### config.mk
export PLATFORM = sky130hd
export DESIGN_NAME = tcb_timer16
export DESIGN_NICKNAME = d
export VERILOG_FILES = /design/src/hdl/tcb_pkg.sv /design/src/hdl/tcb_tick_sel.sv /design/src/hdl/tcb_timer16.sv
export SDC_FILE = /design/constraint.sdc
export NUM_CORES = 1
export LEC_CHECK = 0
export BUFFER_PORTS_ARGS = -buffer_cell sky130_fd_sc_hd__clkbuf_2
export CAP_MARGIN = 10
export CORE_ASPECT_RATIO = 0.75
export CORE_MARGIN = 4
export CORE_UTILIZATION = 56
export CTS_CLUSTER_SIZE = 25
export DETAILED_ROUTE_END_ITERATION = 12
export HOLD_SLACK_MARGIN = 0.15
export PLACE_DENSITY_LB_ADDON = 0.05
export SYNTH_ARGS = -nofsm -noshare
export SYNTH_HDL_FRONTEND = slang
export SYNTH_SLANG_ARGS = --single-unit
### constraint.sdc
create_clock -name clk -period 4.3 [get_ports clk]
set_clock_uncertainty 0.2 [all_clocks]
set_input_delay 0.86 -clock clk [delete_from_list [all_inputs] [get_ports clk]]
set_output_delay 0.86 -clock clk [all_outputs]
set_load 0.02 [all_outputs]
### src/hdl/tcb_pkg.sv
// Constants shared by the 16-bit timer core and its tick selector.
// Assumes an 8-bit register port and a single system clock domain.
package tcb_pkg;

    // Widths
    localparam int ADDR_W = 4;
    localparam int DATA_W = 8;
    localparam int CNT_W  = 16;
    localparam int FLAG_W = 3;
    localparam int PRE_W  = 10;

    // Register byte offsets
    localparam logic [3:0] ADDR_CNT_LO  = 4'h0;
    localparam logic [3:0] ADDR_CNT_HI  = 4'h1;
    localparam logic [3:0] ADDR_CMPA_LO = 4'h2;
    localparam logic [3:0] ADDR_CMPA_HI = 4'h3;
    localparam logic [3:0] ADDR_CMPB_LO = 4'h4;
    localparam logic [3:0] ADDR_CMPB_HI = 4'h5;
    localparam logic [3:0] ADDR_CAP_LO  = 4'h6;
    localparam logic [3:0] ADDR_CAP_HI  = 4'h7;
    localparam logic [3:0] ADDR_CTRL_A  = 4'h8;
    localparam logic [3:0] ADDR_CTRL_B  = 4'h9;
    localparam logic [3:0] ADDR_FLAGS   = 4'hA;
    localparam logic [3:0] ADDR_MASK    = 4'hB;

    // Field positions
    localparam int CA_WGM_LSB = 0;
    localparam int CA_WGM_MSB = 1;
    localparam int CB_CS_LSB  = 0;
    localparam int CB_CS_MSB  = 2;
    localparam int CB_WGM_LSB = 3;
    localparam int CB_WGM_MSB = 4;
    localparam int FLAG_OVF   = 0;
    localparam int FLAG_CMPA  = 1;
    localparam int FLAG_CMPB  = 2;

    // Reset values
    localparam logic [7:0]  CTRL_A_RESET = 8'h00;
    localparam logic [7:0]  CTRL_B_RESET = 8'h00;
    localparam logic [7:0]  HOLD_RESET   = 8'h00;
    localparam logic [2:0]  FLAGS_RESET  = 3'h0;
    localparam logic [2:0]  MASK_RESET   = 3'h0;
    localparam logic [15:0] CNT_RESET    = 16'h0000;
    localparam logic [7:0]  RD_UNMAPPED  = 8'h00;

    // Count limits
    localparam logic [15:0] CNT_FLOOR = 16'h0000;
    localparam logic [15:0] CNT_MAX   = 16'hFFFF;
    localparam logic [15:0] CNT_ONE   = 16'h0001;
    localparam logic [15:0] TOP_8BIT  = 16'h00FF;
    localparam logic [15:0] TOP_9BIT  = 16'h01FF;
    localparam logic [15:0] TOP_10BIT = 16'h03FF;

    // Clock select codes
    localparam logic [2:0] CS_STOP     = 3'h0;
    localparam logic [2:0] CS_DIV1     = 3'h1;
    localparam logic [2:0] CS_DIV8     = 3'h2;
    localparam logic [2:0] CS_DIV64    = 3'h3;
    localparam logic [2:0] CS_DIV256   = 3'h4;
    localparam logic [2:0] CS_DIV1024  = 3'h5;
    localparam logic [2:0] CS_EXT_FALL = 3'h6;
    localparam logic [2:0] CS_EXT_RISE = 3'h7;

    // Prescaler terminal masks
    localparam logic [9:0] PRE_MASK_8    = 10'h007;
    localparam logic [9:0] PRE_MASK_64   = 10'h03F;
    localparam logic [9:0] PRE_MASK_256  = 10'h0FF;
    localparam logic [9:0] PRE_MASK_1024 = 10'h3FF;
    localparam logic [9:0] PRE_ONE       = 10'h001;

    // Waveform mode codes
    localparam logic [3:0] WGM_NORMAL   = 4'h0;
    localparam logic [3:0] WGM_PC8      = 4'h1;
    localparam logic [3:0] WGM_PC9      = 4'h2;
    localparam logic [3:0] WGM_PC10     = 4'h3;
    localparam logic [3:0] WGM_CTC_CMPA = 4'h4;
    localparam logic [3:0] WGM_FAST8    = 4'h5;
    localparam logic [3:0] WGM_FAST9    = 4'h6;
    localparam logic [3:0] WGM_FAST10   = 4'h7;
    localparam logic [3:0] WGM_PFC_CAP  = 4'h8;
    localparam logic [3:0] WGM_PFC_CMPA = 4'h9;
    localparam logic [3:0] WGM_PC_CAP   = 4'hA;
    localparam logic [3:0] WGM_PC_CMPA  = 4'hB;
    localparam logic [3:0] WGM_CTC_CAP  = 4'hC;
    localparam logic [3:0] WGM_RESERVED = 4'hD;
    localparam logic [3:0] WGM_FAST_CAP = 4'hE;
    localparam logic [3:0] WGM_FAST_CMPA = 4'hF;

    // Counting sequence shape
    typedef enum logic [1:0] {
        SLOPE_SINGLE,
        SLOPE_CTC,
        SLOPE_DUAL
    } tcb_slope_e;

endpackage : tcb_pkg

### src/hdl/tcb_tick_sel.sv
// Timer tick selector: prescaled system clock or synchronised external pin edge.
// Assumes the external pin is asynchronous to clk; the tick is a one-cycle pulse.
module tcb_tick_sel (
    input  wire logic       clk,
    input  wire logic       reset_n,
    input  wire logic       clkEn,
    input  wire logic [2:0] clockSelect,
    input  wire logic       extPin,
    output logic            tick
);

    logic       extSync1_q;
    logic       extSync2_q;
    logic       extPrev_q;
    logic [9:0] prescale_q;
    logic       tick_q;
    logic       tick_d;

    // Two-stage synchroniser, then one more stage for edge detection
    always_ff @(posedge clk or negedge reset_n) begin
        if (!reset_n) begin
            extSync1_q <= 1'b0;
            extSync2_q <= 1'b0;
            extPrev_q  <= 1'b0;
        end else if (clkEn) begin
            extSync1_q <= extPin;
            extSync2_q <= extSync1_q;
            extPrev_q  <= extSync2_q;
        end
    end

    // Free-running prescaler; it is shared by the divide-by-8 to divide-by-1024 ratios
    always_ff @(posedge clk or negedge reset_n) begin
        if (!reset_n) begin
            prescale_q <= '0;
        end else if (clkEn) begin
            prescale_q <= prescale_q + tcb_pkg::PRE_ONE;
        end
    end

    // Source selection; stop code yields no tick at all
    always_comb begin
        tick_d = 1'b0;
        unique case (clockSelect)
            tcb_pkg::CS_STOP:     tick_d = 1'b0;
            tcb_pkg::CS_DIV1:     tick_d = 1'b1;
            tcb_pkg::CS_DIV8:     tick_d = &(prescale_q | ~tcb_pkg::PRE_MASK_8);
            tcb_pkg::CS_DIV64:    tick_d = &(prescale_q | ~tcb_pkg::PRE_MASK_64);
            tcb_pkg::CS_DIV256:   tick_d = &(prescale_q | ~tcb_pkg::PRE_MASK_256);
            tcb_pkg::CS_DIV1024:  tick_d = &(prescale_q | ~tcb_pkg::PRE_MASK_1024);
            tcb_pkg::CS_EXT_FALL: tick_d = extPrev_q & ~extSync2_q;
            tcb_pkg::CS_EXT_RISE: tick_d = ~extPrev_q & extSync2_q;
        endcase
    end

    // Registered so the counter sees a clean pulse
    always_ff @(posedge clk or negedge reset_n) begin
        if (!reset_n) begin
            tick_q <= 1'b0;
        end else if (clkEn) begin
            tick_q <= tick_d;
        end
    end

    assign tick = tick_q;

endmodule : tcb_tick_sel

### src/hdl/tcb_timer16.sv
// 16-bit timer/counter core with byte-wise register access through a holding byte.
// Assumes a byte-wide register port, read data one cycle after the read strobe.
// Summary of operation
// - One shared upper-byte holding register per timer
// - Low-byte write loads holding byte plus data
// - Low-byte read copies upper byte into holding
// - Compare reads bypass the holding register entirely
// - Holding byte survives several low-byte writes
// - Three-bit clock select; zero stops counter
// - Count upper location maps to holding register
// - Counter is sixteen-bit, counts up or down
// - Step, direction, clear controls; top, floor indications
// - Count visible as two byte locations
// - Each tick clears, increments or decrements count
// - Count accessible with or without ticks
// - CPU count write beats clear or step
// - Four-bit mode split across control B, A
// - Overflow flag set per mode, raises interrupt
// - Floor is zero, maximum is all ones
//
// The address map and the strobed register port were left to the implementer.
module tcb_timer16 (
    input  wire logic        clk,
    input  wire logic        reset_n,
    input  wire logic        clkEn,
    input  wire logic [3:0]  regAddr,
    input  wire logic [7:0]  regWrData,
    input  wire logic        regWrite,
    input  wire logic        regRead,
    output logic      [7:0]  regRdData,
    input  wire logic        extTickPin,
    output logic             irq,
    output logic      [15:0] timerCount
);

    logic [15:0]       count_q;
    logic [15:0]       count_d;
    logic              countDown_q;
    logic              countDown_d;
    logic [7:0]        holdByte_q;
    logic [15:0]       cmpA_q;
    logic [15:0]       cmpB_q;
    logic [15:0]       capture_q;
    logic [7:0]        ctrlA_q;
    logic [7:0]        ctrlB_q;
    logic [2:0]        flags_q;
    logic [2:0]        mask_q;
    logic [7:0]        regRdData_q;
    logic              irq_q;
    logic              tick;
    logic [3:0]        waveMode;
    logic [2:0]        clockSelect;
    logic [15:0]       topValue;
    tcb_pkg::tcb_slope_e slope;
    logic              countStep;
    logic              countClear;
    logic              atTop;
    logic              atFloor;
    logic              countWrite;
    logic              holdWrite;
    logic              holdLoad;
    logic [2:0]        events;
    logic [2:0]        flagClear;

    // Control fields: mode bits split over both control registers
    assign waveMode    = {ctrlB_q[tcb_pkg::CB_WGM_MSB:tcb_pkg::CB_WGM_LSB],
                          ctrlA_q[tcb_pkg::CA_WGM_MSB:tcb_pkg::CA_WGM_LSB]};
    assign clockSelect = ctrlB_q[tcb_pkg::CB_CS_MSB:tcb_pkg::CB_CS_LSB];

    // Tick source; the stop code produces no tick
    tcb_tick_sel u_tick_sel (
        .clk         (clk),
        .reset_n     (reset_n),
        .clkEn       (clkEn),
        .clockSelect (clockSelect),
        .extPin      (extTickPin),
        .tick        (tick)
    );

    // Mode decode: top value and sequence shape
    always_comb begin
        topValue = tcb_pkg::CNT_MAX;
        slope    = tcb_pkg::SLOPE_SINGLE;
        unique case (waveMode)
            tcb_pkg::WGM_NORMAL:    begin topValue = tcb_pkg::CNT_MAX;   slope = tcb_pkg::SLOPE_SINGLE; end
            tcb_pkg::WGM_PC8:       begin topValue = tcb_pkg::TOP_8BIT;  slope = tcb_pkg::SLOPE_DUAL;   end
            tcb_pkg::WGM_PC9:       begin topValue = tcb_pkg::TOP_9BIT;  slope = tcb_pkg::SLOPE_DUAL;   end
            tcb_pkg::WGM_PC10:      begin topValue = tcb_pkg::TOP_10BIT; slope = tcb_pkg::SLOPE_DUAL;   end
            tcb_pkg::WGM_CTC_CMPA:  begin topValue = cmpA_q;             slope = tcb_pkg::SLOPE_CTC;    end
            tcb_pkg::WGM_FAST8:     begin topValue = tcb_pkg::TOP_8BIT;  slope = tcb_pkg::SLOPE_SINGLE; end
            tcb_pkg::WGM_FAST9:     begin topValue = tcb_pkg::TOP_9BIT;  slope = tcb_pkg::SLOPE_SINGLE; end
            tcb_pkg::WGM_FAST10:    begin topValue = tcb_pkg::TOP_10BIT; slope = tcb_pkg::SLOPE_SINGLE; end
            tcb_pkg::WGM_PFC_CAP:   begin topValue = capture_q;          slope = tcb_pkg::SLOPE_DUAL;   end
            tcb_pkg::WGM_PFC_CMPA:  begin topValue = cmpA_q;             slope = tcb_pkg::SLOPE_DUAL;   end
            tcb_pkg::WGM_PC_CAP:    begin topValue = capture_q;          slope = tcb_pkg::SLOPE_DUAL;   end
            tcb_pkg::WGM_PC_CMPA:   begin topValue = cmpA_q;             slope = tcb_pkg::SLOPE_DUAL;   end
            tcb_pkg::WGM_CTC_CAP:   begin topValue = capture_q;          slope = tcb_pkg::SLOPE_CTC;    end
            tcb_pkg::WGM_RESERVED:  begin topValue = tcb_pkg::CNT_MAX;   slope = tcb_pkg::SLOPE_SINGLE; end
            tcb_pkg::WGM_FAST_CAP:  begin topValue = capture_q;          slope = tcb_pkg::SLOPE_SINGLE; end
            tcb_pkg::WGM_FAST_CMPA: begin topValue = cmpA_q;             slope = tcb_pkg::SLOPE_SINGLE; end
        endcase
    end

    // Bus decode for the holding path
    assign countWrite = regWrite && (regAddr == tcb_pkg::ADDR_CNT_LO);
    assign holdWrite  = regWrite && (regAddr == tcb_pkg::ADDR_CNT_HI  ||
                                     regAddr == tcb_pkg::ADDR_CMPA_HI ||
                                     regAddr == tcb_pkg::ADDR_CMPB_HI ||
                                     regAddr == tcb_pkg::ADDR_CAP_HI);
    // Compare low reads are deliberately absent here
    assign holdLoad   = regRead && (regAddr == tcb_pkg::ADDR_CNT_LO ||
                                    regAddr == tcb_pkg::ADDR_CAP_LO);

    // Counter unit control and indications
    assign atTop     = (count_q == topValue);
    assign atFloor   = (count_q == tcb_pkg::CNT_FLOOR);
    assign countStep = tick;
    assign countClear = countStep && (slope != tcb_pkg::SLOPE_DUAL) && atTop;

    // Next count; dual slope turns round at top and at floor
    always_comb begin
        countDown_d = countDown_q;
        count_d     = count_q;
        if (slope == tcb_pkg::SLOPE_DUAL) begin
            if (!countDown_q && atTop) begin
                countDown_d = 1'b1;
            end else if (countDown_q && atFloor) begin
                countDown_d = 1'b0;
            end
        end else begin
            countDown_d = 1'b0;
        end
        if (countClear) begin
            count_d = tcb_pkg::CNT_FLOOR;
        end else if (countDown_d) begin
            count_d = count_q - tcb_pkg::CNT_ONE;
        end else begin
            count_d = count_q + tcb_pkg::CNT_ONE;
        end
    end

    // Count register: a CPU write wins over any step or clear
    always_ff @(posedge clk or negedge reset_n) begin
        if (!reset_n) begin
            count_q     <= tcb_pkg::CNT_RESET;
            countDown_q <= 1'b0;
        end else if (clkEn) begin
            if (countWrite) begin
                count_q <= {holdByte_q, regWrData};
            end else if (countStep) begin
                count_q     <= count_d;
                countDown_q <= countDown_d;
            end
        end
    end

    // Holding byte: written by any upper write, loaded by holding-path low reads
    always_ff @(posedge clk or negedge reset_n) begin
        if (!reset_n) begin
            holdByte_q <= tcb_pkg::HOLD_RESET;
        end else if (clkEn) begin
            if (holdWrite) begin
                holdByte_q <= regWrData;
            end else if (holdLoad) begin
                holdByte_q <= (regAddr == tcb_pkg::ADDR_CNT_LO) ? count_q[15:8]
                                                                 : capture_q[15:8];
            end
        end
    end

    // Compare and capture words; low-byte writes commit the whole word
    always_ff @(posedge clk or negedge reset_n) begin
        if (!reset_n) begin
            cmpA_q    <= tcb_pkg::CNT_RESET;
            cmpB_q    <= tcb_pkg::CNT_RESET;
            capture_q <= tcb_pkg::CNT_RESET;
        end else if (clkEn && regWrite) begin
            if (regAddr == tcb_pkg::ADDR_CMPA_LO) cmpA_q    <= {holdByte_q, regWrData};
            if (regAddr == tcb_pkg::ADDR_CMPB_LO) cmpB_q    <= {holdByte_q, regWrData};
            if (regAddr == tcb_pkg::ADDR_CAP_LO)  capture_q <= {holdByte_q, regWrData};
        end
    end

    // Plain byte registers have no access restrictions
    always_ff @(posedge clk or negedge reset_n) begin
        if (!reset_n) begin
            ctrlA_q <= tcb_pkg::CTRL_A_RESET;
            ctrlB_q <= tcb_pkg::CTRL_B_RESET;
            mask_q  <= tcb_pkg::MASK_RESET;
        end else if (clkEn && regWrite) begin
            if (regAddr == tcb_pkg::ADDR_CTRL_A) ctrlA_q <= regWrData;
            if (regAddr == tcb_pkg::ADDR_CTRL_B) ctrlB_q <= regWrData;
            if (regAddr == tcb_pkg::ADDR_MASK)   mask_q  <= regWrData[2:0];
        end
    end

    // Events: overflow point depends on the sequence shape
    always_comb begin
        events = '0;
        unique case (slope)
            tcb_pkg::SLOPE_SINGLE: events[tcb_pkg::FLAG_OVF] = countStep && atTop;
            tcb_pkg::SLOPE_CTC:    events[tcb_pkg::FLAG_OVF] = countStep &&
                                                               (count_q == tcb_pkg::CNT_MAX);
            tcb_pkg::SLOPE_DUAL:   events[tcb_pkg::FLAG_OVF] = countStep && atFloor;
        endcase
        events[tcb_pkg::FLAG_CMPA] = countStep && (count_q == cmpA_q);
        events[tcb_pkg::FLAG_CMPB] = countStep && (count_q == cmpB_q);
    end

    // A read of the flag register clears it; a same-cycle event still lands
    assign flagClear = (regRead && regAddr == tcb_pkg::ADDR_FLAGS) ? 3'h7 : 3'h0;

    always_ff @(posedge clk or negedge reset_n) begin
        if (!reset_n) begin
            flags_q <= tcb_pkg::FLAGS_RESET;
        end else if (clkEn) begin
            flags_q <= (flags_q & ~flagClear) | events;
        end
    end

    // Level interrupt, one cycle behind the flags to keep the output registered
    always_ff @(posedge clk or negedge reset_n) begin
        if (!reset_n) begin
            irq_q <= 1'b0;
        end else if (clkEn) begin
            irq_q <= |(flags_q & mask_q);
        end
    end

    // Read data, valid the cycle after the strobe; upper count byte is the holding byte
    always_ff @(posedge clk or negedge reset_n) begin
        if (!reset_n) begin
            regRdData_q <= tcb_pkg::RD_UNMAPPED;
        end else if (clkEn) begin
            if (regRead) begin
                case (regAddr)
                    tcb_pkg::ADDR_CNT_LO:  regRdData_q <= count_q[7:0];
                    tcb_pkg::ADDR_CNT_HI:  regRdData_q <= holdByte_q;
                    tcb_pkg::ADDR_CMPA_LO: regRdData_q <= cmpA_q[7:0];
                    tcb_pkg::ADDR_CMPA_HI: regRdData_q <= cmpA_q[15:8];
                    tcb_pkg::ADDR_CMPB_LO: regRdData_q <= cmpB_q[7:0];
                    tcb_pkg::ADDR_CMPB_HI: regRdData_q <= cmpB_q[15:8];
                    tcb_pkg::ADDR_CAP_LO:  regRdData_q <= capture_q[7:0];
                    tcb_pkg::ADDR_CAP_HI:  regRdData_q <= holdByte_q;
                    tcb_pkg::ADDR_CTRL_A:  regRdData_q <= ctrlA_q;
                    tcb_pkg::ADDR_CTRL_B:  regRdData_q <= ctrlB_q;
                    tcb_pkg::ADDR_FLAGS:   regRdData_q <= {5'h00, flags_q};
                    tcb_pkg::ADDR_MASK:    regRdData_q <= {5'h00, mask_q};
                    default:               regRdData_q <= tcb_pkg::RD_UNMAPPED;
                endcase
            end else begin
                regRdData_q <= tcb_pkg::RD_UNMAPPED;
            end
        end
    end

    assign regRdData  = regRdData_q;
    assign irq        = irq_q;
    assign timerCount = count_q;
endmodule : tcb_timer16

# Yosys cells after proc, flatten, opt, wreduce, memory -nomap -nowiden
# Index checks and enable logic that the tools add are counted.
# Widths: inputs -> output; s select.
# word_totals
register_bits,118
latchBits,0
ramBits,0
mem_bits_ro,0
input_bits,18
out_inout_bits,25
word_cells,136
memories,0
# classes
addsub,3
mul,0
div_mod_pow,0
order_cmp,0
eq_ne,40
shift,0
n_mux,17
n_bitwise,9
n_reduce_logical,50
# ops
operator,count
$pmux 16 s6,1
$pmux 8 s11,1
$mux 16,4
$eq 16x16->1,3
$eq 4x4->1 const B,12
$eq 4x3->1 const B,8
$mux 8,4
$add 16x1->16 const B,1
$eq 16x16->1 const B,1
$eq 4x2->1 const B,4
$logic_not 16->1,1
$reduce_and 2->1,8
$sub 16x1->16 const B,1
$logic_and 1x1->1,14
$reduce_or 7->1,2
$eq 3x3->1 const B,4
$reduce_or 2->1,6
$add 10x1->10 const B,1
$reduce_and 10->1,1
$eq 4x1->1 const B,2
$logic_not 4->1,2
$pmux 1 s8,1
$reduce_and 8->1,1
$reduce_or 4->1,2
22 further kinds,34

# Logic depth before layout (Yosys ltp)
# Gate-level depths: netlist of the first run.
# logic_depth
word_depth,11
ltp_mapped,21
depth_no_buf,17

# Modules after synthesis
# A second synthesis of the first run with hierarchy kept.
# unflattened
hier_cells,800
hier_area_um2,7801.2
# modules_own_cells
module,n_inst,cells_each,area_per_inst_um2,seq_area_each_um2
tcb_timer16,1,747,7120.6,2602.5
tcb_tick_sel,1,53,680.7,350.3

# Least setup slack after synthesis of the first run
# No wires, ideal clock.
# synth_path
path_type,register -> register
start,"register count_q[3], in the netlist timerCount[3]"
end,"register count_q[14], in the netlist timerCount[14]"
setup_ns,0.133
t_arrival_ns,4.453
required_ns,3.967
path_slack_ns,-0.486
stages_incl_launch_ff,19
n_path_buf,1
cell_sequence,dfrtp_1 > clkbuf_1 > or4b_2 > o221ai_2 > nor3_1 > a31oi_1 > nand4_1 > o41ai_1 > and2_1 > ha_1 > or2_2 > a21o_1 > nand2_1 > o2111ai_1 > a31o_2 > a21oi_1 > xnor2_1 > a221oi_1 > a21oi_1
# synth_via
elab_chain_len,9
# synth_lines
item,line,text
start: declaration,tcb_timer16.sv:36,logic [15:0] count_q;
start signal: assignment,tcb_timer16.sv:145,count_q <= tcb_pkg::CNT_RESET;
start signal: assignment,tcb_timer16.sv:149,"count_q <= {holdByte_q, regWrData};"
start signal: assignment,tcb_timer16.sv:151,count_q <= count_d;
$logic_not 16->1,tcb_timer16.sv:116,assign atFloor = (count_q == tcb_pkg::CNT_FLOOR);
$logic_and 1x1->1,tcb_timer16.sv:127,end else if (countDown_q && atFloor) begin
$mux 1,tcb_timer16.sv:127,
$mux 1 *,tcb_timer16.sv:125,if (!countDown_q && atTop) begin
$mux 1 *,tcb_timer16.sv:124,if (slope == tcb_pkg::SLOPE_DUAL) begin
net countDown_d,tcb_timer16.sv:39,logic countDown_d;
$mux 16 *,tcb_timer16.sv:135,end else if (countDown_d) begin
$mux 16 *,tcb_timer16.sv:133,if (countClear) begin
$mux 16 *,tcb_timer16.sv:150,end else if (countStep) begin
$mux 16 *,tcb_timer16.sv:148,if (countWrite) begin
# The timed path passes the listed nets; every way through them passes the cells marked *. The select of a mux whose other input is x is not followed.
# A chain may end at the register's enable or synchronous reset.

# Worst setup path in the final report of the first run
# layout_path
start,register ctrlA_q[0]
end,"register count_q[14], in the netlist timerCount[14]"
# layout_via
elab_chain_len,11
# layout_lines
item,line,text
start: declaration,tcb_timer16.sv:44,logic [7:0] ctrlA_q;
start signal: assignment,tcb_timer16.sv:187,ctrlA_q <= tcb_pkg::CTRL_A_RESET;
start signal: assignment,tcb_timer16.sv:191,if (regAddr == tcb_pkg::ADDR_CTRL_A) ctrlA_q <= regWrData;
"$eq 4x4->1, or another cell as far along",tcb_timer16.sv:84,unique case (waveMode)
$reduce_or 4->1 (no line) or $reduce_or 2->1 (tied branches),--,
$pmux 16 s6,tcb_timer16.sv:84,
$eq 16x16->1,tcb_timer16.sv:115,assign atTop = (count_q == topValue);
$logic_and 1x1->1,tcb_timer16.sv:125,
$mux 1,tcb_timer16.sv:125,
$mux 1 *,tcb_timer16.sv:124,
net countDown_d,tcb_timer16.sv:39,
$mux 16 *,tcb_timer16.sv:135,
$mux 16 *,tcb_timer16.sv:133,
$mux 16 *,tcb_timer16.sv:150,
$mux 16 *,tcb_timer16.sv:148,
# Marks and branches as above.

==> results of run 1 <==
[worst max-delay path by stage]
| stage | slack (ns) | startpoint | end |
|---|---|---|---|
| 6_report | -0.26 | ctrlA_q[0] | timerCount[14] |
| 5_1_grt | -0.43 | ctrlA_q[0] | timerCount[15] |
| 4_1_cts | -0.07 | ctrlA_q[0] | timerCount[14] |
| 3_5_place_dp | -0.19 | ctrlB_q[3] | timerCount[15] |
| 3_3_place_gp | -0.13 | ctrlB_q[4] | timerCount[14] |
| 2_1_floorplan | 0.007 | ctrlA_q[0] | timerCount[14] |
[metrics by stage]
| stage | total power, µW | utilization | hold WS [ns] | setup TNS [ns] | std cells |
|---|---|---|---|---|---|
| 2_1_floorplan | 2635 | - | 0.2458 | 0 | 773 |
| 3_3_place_gp | 3323 | 0.6468 | 0.2618 | -0.3108 | 1019 |
| 3_5_place_dp | 3394 | 0.6468 | 0.2632 | -0.5661 | 1019 |
| 4_1_cts | 4913 | 0.7080 | 0.2957 | -0.1312 | 1065 |
| 5_1_grt | 5300 | 0.7236 | 0.3029 | -2.749 | 1076 |
| 6_report | 5089 | 0.7236 | 0.2933 | -0.8729 | 1076 |
[cell families after synthesis]
group / count (synthesis) / synth area share
multiplexers: 98 / 0.1432
flip-flops: 118 / 0.3939
XOR/XNOR: 50 / 0.05841
buffers and inverters: 83 / 0.04439
AO/OA/AOI/OAI: 203 / 0.1894
AND/OR/NAND/NOR: 204 / 0.1414
adder cells (fa/ha/maj): 17 / 0.02937
[per-layer routing]
layer	vias to the layer above	global-route usage	share of wire
met2	461	0.5396	0.44
met3	94	0.1154	0.12
met5	-	0	0
met4	0	0.1281	0.033
met1	3514	0.4994	0.41
li1	3112	-	-
[sequential cells by signal (all words and copies together) (netlist names)]
register	count
capture_q	16
cmpA_q	16
cmpB_q	16
timerCount	16
u_tick_sel.prescale_q	10
ctrlA_q	8
ctrlB_q	8
holdByte_q	8
regRdData	8
flags_q	3
mask_q	3
countDown_q	1
irq	1
u_tick_sel.extPrev_q	1
u_tick_sel.extSync1_q	1
u_tick_sel.extSync2_q	1
u_tick_sel.tick	1
[final cells by class]
class / count / share of cell area
Clock inverter: 15 / 0.01787
Timing Repair Buffer: 154 / 0.1165
Clock buffer: 17 / 0.04501
Inverter: 29 / 0.01152
Multi-Input combinational cell: 572 / 0.4738
Tap cell: 171 / 0.02264
Sequential cell: 118 / 0.3127
[worst reg2reg max path, delay by kind of cell (launching register included)]
family | cells | cell delay [ns]
adders and majority gates | 1 | 0.19
DFF | 1 | 0.39
buffers and inverters | 4 | 0.63
AOI/OAI and AO/OA | 8 | 1.77
and+or+nand+nor | 7 | 1.19
xor gates and xnor gates | 1 | 0.09
[cell usage in the layout (no fill, tap or decap), types with 14 or more instances in the layout]
| cell | instances |
|---|---|
| xor2_1 | 30 |
| mux2_2 | 74 |
| nand2b_1 | 18 |
| inv_1 | 28 |
| o22ai_1 | 22 |
| o21ai_0 | 25 |
| clkbuf_2 | 41 |
| nor2_1 | 44 |
| mux2i_1 | 24 |
| clkbuf_16 | 17 |
| nand2_1 | 42 |
| a21oi_1 | 38 |
| dfrtp_1 | 116 |
| xnor2_1 | 18 |
| buf_4 | 105 |
| nand4_1 | 17 |
| a22oi_1 | 14 |
[repair_timing]
| action | CTS | global route |
|---|---|---|
| endpoints found under the setup margin | 7 | 8 |
| resized for setup | 22 | 21 |
| cloned | 0 | 0 |
| setup buffers | 14 | 12 |
| pin swaps | 19 | 20 |
[power by group]
group / leakage (µW) / internal [µW] / switching, µW
clock network: 0.000289 / 868 / 593
logic: 0.00244 / 897 / 1150
registers: 0.00153 / 1310 / 266
==> run metrics, run 1 <==
Post-Syn Nets 808; final hold vios 0; Clock Latency Late Sink between 0.4 and 0.5 ns; number of distinct library cells after synthesis 67; Die Width about 140 µm; port bufs 42; Hold-fix buffers, CTS 0; largest cells by area after synthesis dfrtp_1 39%, mux2_2 11%, xor2_1 3.6%, mux2i_1 3.2%, a21oi_1 2.8%; I/O pins between 40 and 50; RD Place Congestion 1.015; Routed Antenna Nets 0; Gate Count Post-Synth approximately 770; Worst Tran Pin Value a little under 0.8 ns; Tcrit/Tclk final 1.061; FF+latch area approximately 3000 µm²; Worst VDD drop 0.0004520 V; Post-synth EDFFs 0; DRC Markers 0; clock sinks between 100 and 150; Layout Cell Area excl Fill 9452 µm²; WP depth 21; hold worst-path end u_tick_sel.prescale_q[4]; total gr overflow 0; cell breakdown of the critical path buf_4 > buf_12 > nand2b_1 > nor4_2 > buf_4 > nor3_2 > a311oi_2 > nand4_1 > o41ai_4 > and2_4 > buf_6 > ha_4 > or2_4 > a21o_1 > nand2_2 > o2111ai_4 > a31o_2 > a21oi_2 > xnor2_1 > a221oi_1 > a21oi_1; top post-synthesis cells by count 118 x dfrtp_1, 74 x mux2_2, 44 x nor2_1; Cells on Worst Hold Path 1; Hold Crit Start u_tick_sel.prescale_q[4]; Slew Limit Fails 0; number of fill cells ~980; wire length of the first global-routing pass 41880 µm; H-tree levels 4; Crit Path Category reg -> reg; most frequent cell after synthesis dfrtp_1; Area growth syn-to-layout 26.07%; Final min period around 4.6 ns; hold crit path type reg -> reg; worst path required time around 4.4 ns; max cap viols 0; top_reg_cell synth dfrtp_1; initial drt markers around 840; Final HPWL DP approximately 19000 µm; cell mode on critical path buf_4; Crit path arrival time 4.67 ns; Reg2Reg Setup Slack -0.26 ns; Power per Cell Area 538.4 nW/µm²; largest net degree at the start of global routing slightly above 60; Slowest-stage cell, CP dfrtp_2; Max-slew headroom 0.4714; Clock transition at path regs approximately 0.060 ns; WP buf/inv 4; Synth Warn # 0; RSZ-0062 raised after global routing yes; Synth Cell Area around 7500 µm²; Setup-failing EPs final 7; Worst R2R Path Depth 21; Leak Pwr around 0.0043 µW; startpoint types register; failing checks negative setup slack; clock buffer depth 2; wirelength, routed roughly 27000 µm; Crit Path Max Fanout 21; number of global-route vias before repair 7141; Mean Syn Cell Area between 9 and 10 µm²; CP Capture Type register; die area between 15000 and 20000 µm²; 1st-pass router iterations 5; reg2reg end timerCount[14]; R2R Path Start ctrlA_q[0]; Initial Util 0.5739; max incr delay on CP just under 0.4 ns; post-synth top area share 0.3939; CTS tree built; Layout Nets 927; FMAX approximately 220 MHz; DP Worst Slack -0.1886 ns; Async S/R FF share, synth 1.000; n_diodes 0; area of the multi-input gates about 4500 µm²; antenna violations before repair 0; vias per cell roughly 6.7; placed inst area 8449 µm²; CTS root buf clkbuf_16; layout cell share with drive strength beyond 1 0.3525; Vias approximately 7200; Num CTS Buffers 17; final setup margin -0.2638 ns; FF+latch count, synth between 100 and 150; die span in y about 110 µm; core box area about 13000 µm²; cell taking the most area after synthesis dfrtp_1; register area share after synthesis 0.3939; status complete, but fails checks; Top delay family on crit path compound AO/OA/AOI/OAI gates; Wirelength per Cell around 25 µm; # rows 36; Overall Global Routing Usage 0.3621
(Power assumes the default switching activity.)
==> inputs of run 2 (changes only) <==
--- a/config.mk
+++ b/config.mk
@@ -5,6 +5,7 @@
 export SDC_FILE = /design/constraint.sdc
 export NUM_CORES = 1
 export LEC_CHECK = 0
+export ABC_AREA = 1
 export BUFFER_PORTS_ARGS = -buffer_cell sky130_fd_sc_hd__clkbuf_2
 export CAP_MARGIN = 10
 export CORE_ASPECT_RATIO = 0.75
==> constraint.sdc (replaced) <==
create_clock -name clk -period 4.3 [get_ports clk]
set_clock_uncertainty 0.2 [all_clocks]
set_input_delay 0.43 -clock clk [delete_from_list [all_inputs] [get_ports clk]]
set_output_delay 0.43 -clock clk [all_outputs]
set_load 0.02 [all_outputs]
==> run 2 against run 1 <==
Compared with the run above: the flow now finishes without violations; critical path depth up 6; synthesized cell count increased by 27%; synthesized area shrank 3.4%; worst setup slack improved by 0.54 ns; count of clock-buffer cells in the layout increased by 2; combinational power shrank 5%; register-to-register slack gained 0.54 ns; cell count grew 15%; sequential share of layout area increased by 3.5 points; critical path type unchanged; critical endpoint is now timerCount[12].
==> run metrics, run 2 <==
status finished clean; Post-synth EDFFs 0 (unchanged); DP Worst Slack 0.02807 ns (+0.2167 ns); n_diodes 0 (unchanged); CP Capture Type register; worst path required time 4.36 ns (-0.05 ns); final core occ 0.6820 (-0.04156); wire length of the first global-routing pass 38740 µm (-7.5%); vias per cell 6.028 (-9.7%); top post-synthesis cells by count 267 x nand2_1, 118 x dfrtp_1, 116 x o21ai_0; clock buffer depth 2 (unchanged); most frequent cell after synthesis nand2_1; Slew Limit Fails 0 (unchanged); most common cell after layout, fill and taps aside nand2_1; top_reg_cell synth dfrtp_1; Slowest-stage cell, CP dfrtp_2; WP buf/inv 2 (-2); Num CTS Buffers 17 (unchanged); FF+latch count, synth 118 (unchanged); register area share after synthesis 0.4075 (+0.01367); Crit Path Max Fanout 16 (-24%); Initial Util 0.5806 (+0.006605); hold crit path type reg -> reg; final setup margin 0.2729 ns (+0.5367 ns); layout cell share with drive strength beyond 1 0.1356 (-0.2168); sw frac 0.4150 (+0.01952); die area 14840 µm² (-3.1%); final hold vios 0 (unchanged); Async S/R FF share, synth 1.000 (unchanged); Layout Nets 1091 (+18%); I/O pins 43 (unchanged); Synth Cell Area 7246 µm² (-3.4%); Synth Warn # 0 (unchanged); Clk pwr share 0.292 (+0.005); wirelength, routed 24730 µm (-8.9%); combinational share of power 0.379 (-0.024); core box area 12480 µm² (-4.5%); 1st-pass router iterations 7 (+2); Crit Path Category reg -> reg; number of distinct library cells after synthesis 47 (-30%); Mean Syn Cell Area 7.364 µm² (-24%); net switching power 2122 µW (+5.4%); Power Total 5113 µW (+0.47%); largest net degree at the start of global routing 66 (+8.2%); Vias 7445 (+3.7%); die span in y 106.5 µm (-1.6%); Hold Slack 0.2795 ns (-0.01380 ns); antenna violations before repair 0 (unchanged); RD Place Congestion 1.048 (+3.3%); Tcrit/Tclk final 0.9365 (-0.1248); largest cells by area after synthesis dfrtp_1 41%, nand2_1 14%, o21ai_0 8.0%, inv_1 5.8%, nor2_1 3.9%; Max-slew headroom 0.2458 (-0.2256); DRC Markers 0 (unchanged); Worst VDD drop 0.0006287 V (+39%); max cap viols 0 (unchanged); CTS root buf clkbuf_16; Gate Count Post-Synth 984 (+27%); Clock transition at path regs 0.06 ns (about the same); FMAX 248.3 MHz (+13%); Post-Syn Nets 1019 (+26%); Overall Global Routing Usage 0.3397 (-0.02235); number of global-route vias before repair 6922 (-3.1%); cell mode on critical path nand2_1; post-synth top area share 0.4075 (+0.01367); Worst Tran Pin Value 1.129 ns (+0.3356 ns); most frequent cells in the layout 265 x nand2_1, 116 x o21ai_0, 114 x dfrtp_1; sequential share of power 0.329 (+0.019); H-tree levels 4 (unchanged); Final HPWL DP 18060 µm (-5.7%); Area growth syn-to-layout 17.48%; CTS tree built; Top delay family on crit path simple AND/OR/NAND/NOR gates; Wirelength per Cell 20.03 µm (-21%); port bufs 42 (unchanged); Power per Cell Area 600.7 nW/µm² (+12%); max incr delay on CP 0.49 ns (+0.10 ns); cell taking the most area after synthesis dfrtp_1; Crit path arrival time 4.09 ns (-0.58 ns); initial drt markers 991 (+18%); Setup-failing EPs final 0 (-7); Power Internal 2991 µW (-2.8%); Die Width 139.3 µm (-1.6%); total gr overflow 0 (unchanged); Clock Latency Late Sink 0.42 ns (about the same); Final min period 4.027 ns (-0.5367 ns); Routed Antenna Nets 0 (unchanged); startpoint types register; # rows 35 (-2.8%); Leak Pwr 0.004047 µW (-4.9%); clock sinks 118 (unchanged)
==> run 2: cell count changes in the layout (fill, tap and decap cells not counted), moves of 11 or more <==
cell / delta
a22oi_1: -11
buf_4: -71
inv_1: +82
mux2_2: -72
mux2i_1: -24
nand2_1: +223
nand2b_1: -18
nand3_1: +29
nor2_1: +30
o21ai_0: +91
o21ai_1: -12
xor2_1: -11
==> run 2: power groups by stage <==
stage                     Sequential (µW)  Combinational [µW]  Clock, µW
after floorplan                      1680                1150          0
after global placement               1670                1840          0
after detailed placement             1670                1850          0
after CTS                            1660                1870       1500
after global routing                 1700                2140       1550
final                                1680                1940       1490
==> run 2: cell type report <==
| cell class | instances | area [µm²] |
|---|---|---|
| fill | 1066 | 3969 |
| multi-input combinational | 718 | 3737 |
| sequential | 118 | 2958 |
| timing repair buffer | 85 | 560.5 |
| clock buffer | 19 | 442.9 |
| inverter | 116 | 437.9 |
| tap | 166 | 207.7 |
| clock inverter | 13 | 167.7 |
==> run 2: logic make-up after synthesis <==
kind of cell,count (synthesis),share of synthesized area
simple gates,435,0.2502
compound gates,237,0.1936
buf+inv,148,0.08254
flops,118,0.4075
xor+xnor,27,0.03264
fa+ha+maj,17,0.03039
mux,2,0.003108
==> run 2: what timing repair did <==
action | in CTS | in global routing
setup buffers | 0 | 3
endpoints found under the setup margin | 0 | 8
resized for setup | 0 | 17
hold endpoints to repair | 72 | 0
hold buffers | 10 | 0
==> run 2: final timing paths <==
| path | start | to | slack, ns | depth (start not counted) |
|---|---|---|---|---|
| min reg2reg | u_tick_sel.prescale_q[9] | u_tick_sel.prescale_q[9] | 0.28 | 1 |
| min | u_tick_sel.prescale_q[9] | u_tick_sel.prescale_q[9] | 0.28 | 1 |
| min in group asynchronous | reset_n | u_tick_sel.prescale_q[8] | 0.44 | 2 |
| max in group asynchronous | reset_n | timerCount[1] | 2.56 | 3 |
| max | ctrlB_q[4] | timerCount[12] | 0.27 | 27 |
| max reg2reg | ctrlB_q[4] | timerCount[12] | 0.27 | 27 |
==> run 2: per-layer routing <==
metal	up-vias	track usage	share of wire
met1	3407	0.4783	0.42
li1	3456	-	-
met3	85	0.1344	0.14
met4	2	0.1110	0.031
met5	-	0.02456	0.0018
met2	495	0.4759	0.40
==> run 2: per-stage QoR <==
| step | cells | area (µm²) | setup TNS, ns |
|---|---|---|---|
| CTS | 1232 | 8448 | 0 |
| finish | 1235 | 8512 | 0 |
| global route | 1235 | 8512 | -0.02991 |
| global placement | 1190 | 7737 | 0 |
| detailed placement | 1190 | 7737 | 0 |
| floorplan | 984 | 7246 | 0 |
==> inputs of run 3 (changes only) <==
--- a/config.mk
+++ b/config.mk
@@ -10,7 +10,7 @@
 export CAP_MARGIN = 10
 export CORE_ASPECT_RATIO = 0.75
 export CORE_MARGIN = 4
-export CORE_UTILIZATION = 56
+export CORE_UTILIZATION = 25
 export CTS_CLUSTER_SIZE = 25
 export DETAILED_ROUTE_END_ITERATION = 12
 export HOLD_SLACK_MARGIN = 0.15
==> run 3 against run 2 <==
Compared with the run above: worst setup slack better by 0.030 ns; critical path depth unchanged; worst hold slack better by 0.0022 ns; critical path type unchanged.
==> run metrics, run 3 (synthesis gave the netlist of run 2 again) <==
initial drt markers 736 (-26%); Tcrit/Tclk final 0.9295 (-0.007064); Crit Path Max Fanout 7 (-9); Crit path arrival time 4.07 ns (-0.02 ns); clock sinks 118 (unchanged); Final min period 3.997 ns (-0.03038 ns); Worst R2R Path Depth 27 (unchanged); Setup-failing EPs final 0 (unchanged); layout cell share with drive strength beyond 1 0.1644 (+0.02873); Worst Tran Pin Value 1.237 ns (+0.1082 ns); placed inst area 8158 µm² (+5.4%); Wirelength per Cell 21.22 µm (+6.0%); max cap viols 0 (unchanged); status finished clean; Slew Limit Fails 0 (unchanged); port bufs 42 (unchanged); Overall Global Routing Usage 0.1982 (-0.1416); clock buffer depth 2 (unchanged); 1st-pass router iterations 5 (-2); RSZ-0062 raised after global routing no; Setup Total Neg Slack 0 ns (unchanged); cell mode on critical path nand2_1; RD Place Congestion 0.8880 (-15%); final core occ 0.3177 (-0.3643); die span in y 155.4 µm (+46%); Vias 7193 (-3.4%); wirelength, routed 31280 µm (+26%); Clock Latency Late Sink 0.43 ns (about the same); Final HPWL DP 24040 µm (+33%); hold worst-path end capture_q[0]; CTS tree built; core box area 28320 µm² (+130%); DRC Markers 0 (unchanged); max incr delay on CP 0.43 ns (-0.06 ns); total gr overflow 0 (unchanged); FMAX 250.2 MHz (+0.76%); die area 31800 µm² (+110%); Area growth syn-to-layout 24.14%; Layout Nets 1113 (+2.0%); Num CTS Buffers 17 (unchanged); Hold Crit Start capture_q[0]; reg2reg end timerCount[12]; Routed Antenna Nets 0 (unchanged); hold crit path type reg -> reg; Max-slew headroom 0.1735 (-0.07232); Leak Pwr 0.004147 µW (+2.5%); CP Capture Type register; largest net degree at the start of global routing 70 (+6.1%); CTS root buf clkbuf_16; n_diodes 0 (unchanged); startpoint types register; Power per Cell Area 581.5 nW/µm² (-3.2%); Crit Path Category reg -> reg; Clock transition at path regs 0.06 ns (about the same); Reg2Reg Setup Slack 0.30 ns (+0.03 ns); Cells on Worst Hold Path 2 (+1); Layout Cell Area excl Fill 8995 µm² (+5.7%); antenna violations before repair 1 (+1); Initial Util 0.2559 (-0.3247); I/O pins 43 (unchanged); most frequent cells in the layout 263 x nand2_1, 115 x o21ai_0, 115 x dfrtp_1; Slowest-stage cell, CP dfrtp_1; final hold vios 0 (unchanged); R2R Path Start ctrlA_q[1]; # rows 53 (+51%); wire length of the first global-routing pass 46460 µm (+20%); H-tree levels 4 (unchanged); Worst VDD drop 0.0002449 V (-61%); number of global-route vias before repair 6831 (-1.3%); worst path required time 4.37 ns (about the same); Power Total 5230 µW (+2.3%); most common cell after layout, fill and taps aside nand2_1; vias per cell 4.880 (-19%); Die Width 204.6 µm (+47%)
[run 3: final cells by class]
cell class	count	area, µm²
clock buffer	21	460.4
inverter	116	442.9
tap	385	481.7
multi-input combinational	719	3830
fill	3054	19320
sequential	118	2957
timing repair buffer	106	719.4
clock inverter	9	103.9
[run 3: critical path, delay by kind of cell, from the launching register on]
kind	cells	cell delay [ns]
DFF	1	0.43
AOI/OAI and AO/OA	4	0.50
buffers and inverters	4	0.48
adders and majority gates	1	0.30
and+or+nand+nor	18	1.90
[run 3: worst max path at each step]
| stage | startpoint | end | slack [ns] | cells after the start |
|---|---|---|---|---|
| detailed placement | ctrlB_q[4] | timerCount[14] | -0.005 | 28 |
| finish | ctrlA_q[1] | timerCount[12] | 0.30 | 27 |
| CTS | ctrlA_q[0] | timerCount[14] | 0.01 | 28 |
| floorplan | ctrlA_q[1] | timerCount[12] | 0.52 | 29 |
| global placement | ctrlA_q[0] | timerCount[14] | 0.05 | 28 |
| global route | ctrlB_q[4] | timerCount[12] | 0.009 | 27 |
[run 3: repair_timing]
item / 4_1_cts / 5_1_grt
hold buffers: 10 / 0
pin swaps: 0 / 2
setup buffers: 0 / 5
hold endpoints to repair: 76 / 0
resized for setup: 1 / 39
setup endpoints to repair: 2 / 8
gates cloned: 0 / 1
[run 3: routing by layer]
metal	up-vias	global-route usage	part of all wire
met1	3470	0.3139	0.53
met4	2	0.03093	0.0076
li1	3499	-	-
met5	-	0	0.00042
met3	22	0.04876	0.067
met2	200	0.2731	0.40
[run 3: report_power, final]
group          total [µW]  internal, µW  switching [µW]
registers            1670          1370             295
logic                2150           759            1400
clock network        1410           872             537
total                5230          3000            2230
[run 3: stage by stage]
step                hold slack [ns]  std cells  setup slack, ns
global placement             0.2666       1428          0.04840
finish                       0.2817       1474           0.3032
floorplan                  -0.06559        984           0.5238
CTS                          0.2871       1468          0.01076
detailed placement           0.2728       1428        -0.004520
global route                 0.3010       1474         0.009126
